### src/hw/clock_host_pkg.sv
package clock_host_pkg;

    // ---------------------------------------------------------------
    // device register map (registers live in the device)
    // ---------------------------------------------------------------
    localparam logic [7:0] MAIN_OSC_RUN_CONTROL_ADDR = 8'h00;
    localparam logic [7:0] SUB_OSC_RUN_CONTROL_ADDR = 8'h01;
    localparam logic [7:0] FAST_INTERNAL_RUN_CONTROL_ADDR = 8'h02;
    localparam logic [7:0] MID_INTERNAL_RUN_CONTROL_ADDR = 8'h03;
    localparam logic [7:0] SLOW_INTERNAL_RUN_CONTROL_ADDR = 8'h04;
    localparam logic [7:0] SYSTEM_CLOCK_DIVIDER_CTRL_ADDR = 8'h05;
    localparam logic [7:0] SYSTEM_CLOCK_SOURCE_SELECT_ADDR = 8'h06;
    localparam logic [7:0] MAIN_OSC_MODE_CONTROL_ADDR = 8'h07;
    localparam logic [7:0] PLL_CONTROL_TWO_ADDR = 8'h08;
    localparam logic [7:0] USB_DIVIDER_CONTROL_ADDR = 8'h09;
    localparam logic [7:0] FLL_CONTROL_ADDR = 8'h0A;

    // ---------------------------------------------------------------
    // fields
    // ---------------------------------------------------------------
    localparam int STOP_BIT = 0;
    localparam int EXTERNAL_CLOCK_SELECT_BIT = 6;
    localparam int USB_DIV_V1_LSB = 4;
    localparam int USB_DIV_W = 4;
    localparam logic [7:0] DIVIDER_MAX_ALL = 8'hFF;

    // clock source codes
    localparam logic [2:0] SRC_FAST_INTERNAL = 3'h0;
    localparam logic [2:0] SRC_MID_INTERNAL = 3'h1;
    localparam logic [2:0] SRC_SLOW_INTERNAL = 3'h2;
    localparam logic [2:0] SRC_MAIN_OSC = 3'h3;
    localparam logic [2:0] SRC_SUB_OSC = 3'h4;
    localparam logic [2:0] SRC_PLL = 3'h5;

    // ---------------------------------------------------------------
    // timing
    // ---------------------------------------------------------------
    localparam int CLK_MHZ = 250;
    localparam int SETTLE_NS = 1000;
    localparam int SETTLE_CYCLES = (SETTLE_NS * CLK_MHZ + 999) / 1000;
    localparam int READBACK_WAIT = 2;

    // frequency limits in MHz, first and second variant
    localparam int V1_CORE_MAX_MHZ = 48;
    localparam int V1_PB_MAX_MHZ = 32;
    localparam int V1_PCD_MAX_MHZ = 64;
    localparam int V2_CORE_MAX_MHZ = 100;
    localparam int V2_PBC_MAX_MHZ = 50;
    localparam int FLASH_MIN_MHZ = 4;
    localparam int USB_MHZ = 48;
    localparam int MAIN_IN_MIN_MHZ = 1;
    localparam int MAIN_IN_MAX_MHZ = 20;

    typedef enum logic [2:0] {
        OP_OSC_RUN,
        OP_OSC_STOP,
        OP_SELECT_SOURCE,
        OP_SET_DIVIDERS,
        OP_SET_USB,
        OP_EXT_CLOCK
    } op_t;

    typedef struct packed {
        op_t op;
        logic [2:0] target;
        logic [31:0] data;
    } cmd_t;

    typedef struct packed {
        logic [7:0] addr;
        logic [31:0] wdata;
        logic wr;
        logic rd;
    } reg_req_t;

endpackage : clock_host_pkg

### src/hw/clock_host.sv
`timescale 1ns/1ns
`default_nettype none

// Behaviour
// - first variant: core/A 48, B 32, C/D 64 MHz ceilings
// - second variant: core/A/D 100, B/C 50 MHz ceilings
// - flash clock at least 4 MHz while programming or erasing (FLASH_MIN_MHZ is never checked here)
// - USB clock exactly 48 MHz from clock tree settings
// - second variant with fast oscillator feeding loop: enable frequency lock
// - software waits after any source switch before dependent work
// - frequency change: write, read back, then continue
// - unused dividers at largest ratio, unneeded oscillators stopped (left to the caller; divider data is written as given)
// - external source changes frequency only while main oscillator stopped
// - first variant main input between 1 and 20 MHz
module clock_host
    import clock_host_pkg::*;
#(
    parameter bit VARIANT_TWO = 1'b0,
    parameter int SETTLE = SETTLE_CYCLES
) (
    input wire logic clk,
    input wire logic rst_n,
    input wire logic cmd_valid,
    input wire cmd_t cmd,
    input wire logic fast_feeds_pll,
    input wire logic [7:0] core_mhz,
    input wire logic [7:0] pa_mhz,
    input wire logic [7:0] pb_mhz,
    input wire logic [7:0] pc_mhz,
    input wire logic [7:0] pd_mhz,
    input wire logic [7:0] usb_mhz,
    input wire logic [7:0] main_in_mhz,
    output logic cmd_ready,
    output logic cmd_done,
    output logic cmd_error,
    output logic [31:0] cmd_rdata,
    output reg_req_t reg_req,
    input wire logic reg_ack,
    input wire logic [31:0] reg_rdata,
    output logic ext_clock_changeable
);

    // ---------------------------------------------------------------
    // sequencing
    // ---------------------------------------------------------------
    typedef enum logic [2:0] {
        IDLE, FLL_WRITE, WRITE, READ, WAIT_RD, SETTLE_WAIT, FINISH
    } state_t;

    state_t state_q;
    cmd_t cmd_q;
    logic [31:0] count_q;
    logic [7:0] addr_w;
    logic [31:0] data_w;
    logic bad_limits;
    logic main_stopped_q;
    logic ack_s1_q, ack_s2_q;
    logic [31:0] rdata_q;

    // ack comes from the device pins, so sync it
    always_ff @(posedge clk) begin
        if (!rst_n) begin
            ack_s1_q <= 1'b0;
            ack_s2_q <= 1'b0;
        end else begin
            ack_s1_q <= reg_ack;
            ack_s2_q <= ack_s1_q;
        end
    end

    // rdata taken only at the readback handshake; the synced ack lags the
    // device's, so later copies would catch the stale bus value
    always_ff @(posedge clk) begin
        if (!rst_n) begin
            rdata_q <= 32'h0000_0000;
        end else if (state_q == WAIT_RD && ack_s2_q) begin
            rdata_q <= reg_rdata;
        end
    end

    // ---------------------------------------------------------------
    // limits checked before any divider or usb write
    // ---------------------------------------------------------------
    always_comb begin
        bad_limits = 1'b0;
        if (cmd.op == OP_SET_DIVIDERS) begin
            if (!VARIANT_TWO) begin
                bad_limits = (core_mhz > 8'(V1_CORE_MAX_MHZ))
                    || (pa_mhz > 8'(V1_CORE_MAX_MHZ))
                    || (pb_mhz > 8'(V1_PB_MAX_MHZ))
                    || (pc_mhz > 8'(V1_PCD_MAX_MHZ))
                    || (pd_mhz > 8'(V1_PCD_MAX_MHZ));
            end else begin
                bad_limits = (core_mhz > 8'(V2_CORE_MAX_MHZ))
                    || (pa_mhz > 8'(V2_CORE_MAX_MHZ))
                    || (pd_mhz > 8'(V2_CORE_MAX_MHZ))
                    || (pb_mhz > 8'(V2_PBC_MAX_MHZ))
                    || (pc_mhz > 8'(V2_PBC_MAX_MHZ));
            end
        end else if (cmd.op == OP_SET_USB) begin
            bad_limits = usb_mhz != 8'(USB_MHZ);
        end else if (cmd.op == OP_SELECT_SOURCE) begin
            bad_limits = cmd.data[2:0] > SRC_PLL;
        end else if (cmd.op == OP_EXT_CLOCK) begin
            // frequency changes only with main oscillator stopped
            bad_limits = !main_stopped_q;
        end else if (cmd.op == OP_OSC_RUN && cmd.target == SRC_MAIN_OSC
                     && !VARIANT_TWO) begin
            bad_limits = (main_in_mhz < 8'(MAIN_IN_MIN_MHZ))
                || (main_in_mhz > 8'(MAIN_IN_MAX_MHZ));
        end
    end

    // ---------------------------------------------------------------
    // address and data of the write
    // ---------------------------------------------------------------
    always_comb begin
        addr_w = MID_INTERNAL_RUN_CONTROL_ADDR;
        data_w = 32'h0000_0000;
        unique case (cmd_q.op)
            OP_OSC_RUN, OP_OSC_STOP: begin
                unique case (cmd_q.target)
                    SRC_MAIN_OSC: addr_w = MAIN_OSC_RUN_CONTROL_ADDR;
                    SRC_SUB_OSC: addr_w = SUB_OSC_RUN_CONTROL_ADDR;
                    SRC_FAST_INTERNAL: addr_w = FAST_INTERNAL_RUN_CONTROL_ADDR;
                    SRC_SLOW_INTERNAL: addr_w = SLOW_INTERNAL_RUN_CONTROL_ADDR;
                    default: addr_w = MID_INTERNAL_RUN_CONTROL_ADDR;
                endcase
                data_w[STOP_BIT] = cmd_q.op == OP_OSC_STOP;
            end
            OP_SELECT_SOURCE: begin
                addr_w = SYSTEM_CLOCK_SOURCE_SELECT_ADDR;
                data_w = {29'h0, cmd_q.data[2:0]};
            end
            OP_SET_DIVIDERS: begin
                addr_w = SYSTEM_CLOCK_DIVIDER_CTRL_ADDR;
                data_w = cmd_q.data;
            end
            OP_SET_USB: begin
                if (VARIANT_TWO) begin
                    addr_w = USB_DIVIDER_CONTROL_ADDR;
                    data_w = {28'h0, cmd_q.data[USB_DIV_W-1:0]};
                end else begin
                    addr_w = PLL_CONTROL_TWO_ADDR;
                    data_w = cmd_q.data;
                    data_w[USB_DIV_V1_LSB +: USB_DIV_W] = cmd_q.data[USB_DIV_W-1:0];
                end
            end
            OP_EXT_CLOCK: begin
                addr_w = MAIN_OSC_MODE_CONTROL_ADDR;
                data_w[EXTERNAL_CLOCK_SELECT_BIT] = cmd_q.data[0];
            end
            default: begin
                addr_w = MID_INTERNAL_RUN_CONTROL_ADDR;
            end
        endcase
    end

    // ---------------------------------------------------------------
    // main sequencer
    // ---------------------------------------------------------------
    always_ff @(posedge clk) begin
        if (!rst_n) begin
            state_q <= IDLE;
            cmd_q <= '0;
            count_q <= 32'h0000_0000;
            cmd_ready <= 1'b1;
            cmd_done <= 1'b0;
            cmd_error <= 1'b0;
            cmd_rdata <= 32'h0000_0000;
            reg_req <= '0;
        end else begin
            cmd_done <= 1'b0;
            cmd_error <= 1'b0;
            unique case (state_q)
                IDLE: begin
                    if (cmd_valid) begin
                        if (bad_limits) begin
                            cmd_done <= 1'b1;
                            cmd_error <= 1'b1;
                        end else begin
                            cmd_q <= cmd;
                            cmd_ready <= 1'b0;
                            // usb off the fast oscillator needs frequency lock first
                            if (VARIANT_TWO && cmd.op == OP_SET_USB && fast_feeds_pll) begin
                                state_q <= FLL_WRITE;
                            end else begin
                                state_q <= WRITE;
                            end
                        end
                    end
                end
                FLL_WRITE: begin
                    reg_req <= '{addr: FLL_CONTROL_ADDR, wdata: 32'h0000_0001,
                                 wr: 1'b1, rd: 1'b0};
                    if (ack_s2_q) begin
                        reg_req <= '0;
                        state_q <= WRITE;
                    end
                end
                WRITE: begin
                    reg_req <= '{addr: addr_w, wdata: data_w, wr: 1'b1, rd: 1'b0};
                    if (ack_s2_q && reg_req.wr) begin
                        reg_req <= '0;
                        count_q <= 32'(READBACK_WAIT);
                        state_q <= READ;
                    end
                end
                READ: begin
                    // ack must fall before the readback begins
                    if (count_q != 32'h0000_0000) begin
                        count_q <= count_q - 32'h0000_0001;
                    end else if (!ack_s2_q) begin
                        reg_req <= '{addr: addr_w, wdata: 32'h0000_0000,
                                     wr: 1'b0, rd: 1'b1};
                        state_q <= WAIT_RD;
                    end
                end
                WAIT_RD: begin
                    if (ack_s2_q) begin
                        reg_req <= '0;
                        count_q <= 32'(SETTLE);
                        state_q <= SETTLE_WAIT;
                    end
                end
                SETTLE_WAIT: begin
                    // covers stretched peripheral periods after a switch
                    if (count_q != 32'h0000_0000) begin
                        count_q <= count_q - 32'h0000_0001;
                    end else begin
                        state_q <= FINISH;
                    end
                end
                FINISH: begin
                    cmd_rdata <= rdata_q;
                    cmd_done <= 1'b1;
                    // device keeps old source if new one was not running
                    cmd_error <= cmd_q.op == OP_SELECT_SOURCE
                        && rdata_q[2:0] != cmd_q.data[2:0];
                    cmd_ready <= 1'b1;
                    state_q <= IDLE;
                end
                default: begin
                    state_q <= IDLE;
                end
            endcase
        end
    end

    // ---------------------------------------------------------------
    // main oscillator run state as last written
    // ---------------------------------------------------------------
    always_ff @(posedge clk) begin
        if (!rst_n) begin
            main_stopped_q <= 1'b1;
            ext_clock_changeable <= 1'b1;
        end else if (state_q == FINISH && cmd_q.target == SRC_MAIN_OSC
                     && (cmd_q.op == OP_OSC_RUN || cmd_q.op == OP_OSC_STOP)) begin
            main_stopped_q <= cmd_q.op == OP_OSC_STOP;
            ext_clock_changeable <= cmd_q.op == OP_OSC_STOP;
        end
    end

endmodule : clock_host

`default_nettype wire

### config.mk
export PLATFORM = sky130hd
export DESIGN_NAME = clock_host
export DESIGN_NICKNAME = d
export VERILOG_FILES = /design/src/hw/clock_host_pkg.sv /design/src/hw/clock_host.sv
export SDC_FILE = /design/constraint.sdc
export NUM_CORES = 1
export LEC_CHECK = 0
export BUFFER_PORTS_ARGS = -buffer_cell sky130_fd_sc_hd__buf_2
export CORE_UTILIZATION = 44
export CTS_CLUSTER_SIZE = 30
export DETAILED_ROUTE_END_ITERATION = 10
export PLACE_DENSITY = 0.69
export SETUP_SLACK_MARGIN = 0.15
export SLEW_MARGIN = 20
export SYNTH_ARGS = -nofsm -noshare
export SYNTH_HDL_FRONTEND = slang
export SYNTH_SLANG_ARGS = --single-unit
### constraint.sdc
create_clock -name clk -period 3.2 [get_ports clk]
set_clock_uncertainty 0.05 [all_clocks]
set_input_delay 0.32 -clock clk [delete_from_list [all_inputs] [get_ports clk]]
set_output_delay 0.32 -clock clk [all_outputs]
set_load 0.01 [all_outputs]
# Word level (Yosys, flattened, before mapping)
# Cells that the tools add are included.
[totals]
register_bits = 185
in_bits = 131
out_inout_bits = 78
elab_cells = 123
[classes]
add_sub_neg = 1
magnitude_cmp = 8
eq_ne = 30
n_mux = 37
bitwise = 1
n_reduce_logical = 29
[op_table]
columns = ["operator", "count"]
rows = [
  ["$mux W42", 4],
  ["$pmux W42 S4", 1],
  ["$mux W32", 3],
  ["$pmux W32 S3", 1],
  ["$pmux W25 S2", 1],
  ["$mux W38", 1],
  ["$reduce_bool A32 Y1", 1],
  ["$sub A32 B1 Y32 const B", 1],
  ["$eq A3 B2 Y1 const B", 9],
  ["$eq A3 B3 Y1 const B", 8],
  ["$gt A8 B6 Y1 const B", 3],
  ["$mux W3", 8],
  ["$pmux W4 S5", 1],
  ["$pmux W3 S6", 1],
  ["$gt A8 B7 Y1 const B", 2],
  ["$ne A2 B2 Y1 const B", 8],
  ["$pmux W5 S3", 1],
  ["$logic_not A3 Y1", 4],
  ["$pmux W3 S4", 1],
  ["$mux W1", 9],
  ["$gt A8 B5 Y1 const B", 1],
  ["$lt A8 B1 Y1 const B", 1],
  ["$ne A8 B6 Y1 const B", 1],
  ["$pmux W1 S2", 4],
  ["other kinds (17)", 31],
]

# Longest topological paths before layout
[logic_depth]
word_depth = 10
mapped_depth = 9

# Least setup slack after synthesis
# Ideal clock, no wire load.
[synth_path]
path_type = "flip-flop to flip-flop"
startpoint = "register count_q[18]"
endpoint = "register count_q[2]"
arrival_ns = 2.187
t_required_ns = 3.018
path_slack_ns = 0.831
path_stages_with_launch = 9
path_buffers = 2
synth_period_minus_slack_ns = 2.369
cell_sequence = "dfxtp_1 -> or4_4 -> or4_4 -> buf_6 -> o31ai_4 -> buf_6 -> nor2_1 -> xnor2_1 -> nor2_1"
[synth_via]
elab_chain_len = 3
[synth_rtl]
columns = ["item", "line", "source"]
rows = [
  ["from (decl)", "clock_host.sv:52", "logic [31:0] count_q;"],
  ["from (signal assigned)", "clock_host.sv:205", "count_q <= 32'(READBACK_WAIT);"],
  ["from (signal assigned)", "clock_host.sv:212", "count_q <= count_q - 32'h0000_0001;"],
  ["from (signal assigned)", "clock_host.sv:222", "count_q <= 32'(SETTLE);"],
  ["$reduce_bool A32 Y1", "clock_host.sv:211, clock_host.sv:228", ""],
  ["$ne A2 B1 Y1 (no line)", "--", ""],
  ["$reduce_and A4 Y1 (no line)", "--", ""],
]
# No other way between the ends.
# A chain may end at the register's enable or synchronous reset.

# Worst setup path after layout
[layout_path]
startpoint = "register count_q[4]"
endpoint = "register reg_req[37] (netlist bit)"
[layout_via]
elab_chain_len = 3
[layout_rtl]
columns = ["item", "line", "source"]
rows = [
  ["$reduce_bool A32 Y1", "clock_host.sv:211", "if (count_q != 32'h0000_0000) begin"],
  ["$ne A2 B2 Y1 (no line)", "--", ""],
  ["$reduce_and A4 Y1 (no line)", "--", ""],
  ["to (signal assigned)", "clock_host.sv:194", "reg_req <= '{addr: FLL_CONTROL_ADDR, wdata: 32'h0000_0001,"],
  ["to (signal assigned)", "clock_host.sv:202", "reg_req <= '{addr: addr_w, wdata: data_w, wr: 1'b1, rd: 1'b0};"],
  ["to (signal assigned)", "clock_host.sv:214", "reg_req <= '{addr: addr_w, wdata: 32'h0000_0000,"],
  ["to (decl)", "clock_host.sv:37", "output reg_req_t reg_req,"],
]
# No other way between the ends.

==> impl_metrics.toml <==
[sta]
post-route-period-util_pct = 82.0
fin_crit_ps = 2620
rsz0062_at_grt = "false"
slew_viol_final = 0
final_hold_viol_count = 0
fmax_mhz = 381
setup_viol = 0
slew_headroom_pct = 55.5
worstMarginPinSlew_ps = 662
setup_tns_ps = 0

[placed_design]
dpl.hpwl_um = 12000
port_buffers = 203
dpl.cell_count = 1256
routabilityCongestion = 0.784

[setup_path]
timing.critical_path.buf_inv = 1
critical_path.max_fanout = 10
cp.required_ps = 3470
slowest_delay_ps = 620
crit_path_end_kind = "flop"
path_delay_family = "simple AND/OR/NAND/NOR gates"
slowest_stage = "nor4_1"
timing.critical_path.cells = "nor4_1 > and3_1 > nand4_1 > a31oi_1 > buf_4 > o221ai_1 > o211a_1"
start_kind = "flop"
criticalPathCategory = "flop to flop"
worstPathArrival_ps = 2900

[clock_network]
ctsHoldBuffers = 0
cts_made_buffers = 17
cts_setup_buffers = 0
h-tree-depth = 4
cts_tree = "done"
clock_latency_ps = 430
ctsResizeCount = 0
cts_sinks = 181
path_clk_slew_ps = 70
clockBufferDepth = 2
root_buffer = "clkbuf_16"

[global_routing]
grt_pass1_wl_um = 29600
gr-total-overflow = 0
grt_use_total_pct = 20.8
grt_max_degree = 66
antenna_found_initial = 0
grt_pass1_vias = 6031

[finish]
nNetsFinal = 1188
layout-drive-gt1-share_pct = 24.9
syn_to_final_growth_pct = 25.0
instances_no_fill = 1288
antennaDiodeCount = 0

[die]
die_area_um2 = 17400
num_io_pins = 209
die_y_um = 132
start_util_pct = 45.0
rows = 47
die_w_um = 132
core-area_um2 = 16500

[synthesis]
yosysUniqueCellTypes = 64
synth_flop_cell = "dfxtp_1"
yosysTopAreaCell = "dfxtp_1"
ys_top_cells_by_count = "219 x nand2_1, 181 x dfxtp_1, 88 x a21oi_1, 63 x nor2_1, 49 x clkbuf_1"
ys_ff_latch = 181
synth_area_per_cell_um2 = 8.49
yosys-top-cells-area = "dfxtp_1 49%, nand2_1 11%, a21oi_1 5.9%"
synth_area_um2 = 7440
synthCells = 876
synth.most_common_cell = "nand2_1"
synth_edf_count = 0
synth_top_area_share_pct = 48.7
synthArstFlopShare_pct = 0
yosysWarnings = 0
yosysSeqAreaShare_pct = 48.7

[detailed_routing]
route.detailed.drc = 0
routed_wl_um = 17900
wire_per_inst_um = 13.9
ant_nets = 0
vias = 6560
drtIter0Drc = 335
firstDrtPassIters = 5
avgViaCountPerCell = 5.09

[job]
cap_violations = 0

[pwr]
peakVddDrop_mv = 0.415
p_leak_uw = 0.00396
power_density_nw_per_um2 = 614

[hold_path]
hp-class = "input pin to flop"

[outcome]
status = "finished clean"
## worst paths after layout
| kind | end | slack (ps) | cells after the start | from |
|---|---|---|---|---|
| hold reg to reg | ack_s2_q | 390 | 1 | ack_s1_q |
| setup / recovery | reg_req[37] | 580 | 7 | count_q[4] |
| setup reg to reg | reg_req[37] | 580 | 7 | count_q[4] |
| hold / removal | ack_s1_q | 50 | 2 | reg_ack |
## state kept, by name, summed over array words and instances (netlist names)
signal,flops
cmd_q,38
reg_req,38
cmd_rdata,32
count_q,32
rdata_q,32
state_q,3
ack_s1_q,1
ack_s2_q,1
cmd_done,1
cmd_error,1
cmd_ready,1
main_stopped_q,1
## layout make-up
cell class / instances / area [µm²]
Clock inverter: 12 / 235
Clock buffer: 20 / 457
Timing Repair Buffer: 218 / 1140
Sequential cell: 181 / 3620
Tap cell: 220 / 275
Fill cell: 1589 / 7230
Multi-Input combinational cell: 629 / 3540
Inverter: 8 / 30.0
## stage by stage
step | utilization (%) | power (µW) | setup WS [ps] | area, µm² | hold WS, ps
finish | 56.3 | 5710 | 577 | 9300 | 52.3
floorplan | - | 3090 | 831 | 7450 | 362
detailed placement | 52.1 | 3330 | 610 | 8610 | 373
global placement | 52.1 | 3320 | 628 | 8610 | 371
global route | 56.3 | 5970 | 424 | 9300 | 47.3
CTS | 56.3 | 5770 | 579 | 9300 | 38.5
## cell usage in the layout (no fill, tap or decap), types with 7 or more instances in the layout
| master | instances |
|---|---|
| nand2_1 | 219 |
| buf_2 | 203 |
| dfxtp_1 | 181 |
| a21oi_1 | 88 |
| nor2_1 | 61 |
| mux2i_1 | 40 |
| a22o_1 | 25 |
| xnor2_1 | 24 |
| nor3_1 | 18 |
| clkbuf_16 | 17 |
| nor4_1 | 15 |
| buf_4 | 14 |
| o21ai_0 | 12 |
| or3_1 | 8 |
| inv_1 | 7 |
| nand2b_1 | 7 |
## worst reg2reg max path: cells and delay by family (launching register included)
family,cells,cell delay (ps)
DFF,1,360
buffers and inverters,1,270
AOI/OAI and AO/OA,3,830
and+or+nand+nor,3,1020
## report_power, final
part	switching [µW]	internal, µW	total (µW)
Combinational	479	340	819
Clock	901	1530	2430
Sequential	105	2360	2460
Total	1490	4220	5710
## metal layers
metal	share of wire [%]	track usage (%)	vias up
met5	0	0	-
met4	1.2	4.97	0
met3	6.1	5.92	17
met2	46	34.2	191
met1	47	26.9	2991
li1	-	-	3361
## kinds of logic after synthesis
kind of cell / share of synthesized area [%]
and+or+nand+nor: 22.7
DFF: 48.7
AOI/OAI and AO/OA: 15.6
buffers and inverters: 4.14
muxes: 5.38
xor gates and xnor gates: 3.18
adders and majority gates: 0.336
other: 0.0504
Note: power is estimated with default switching activity, not from simulation.
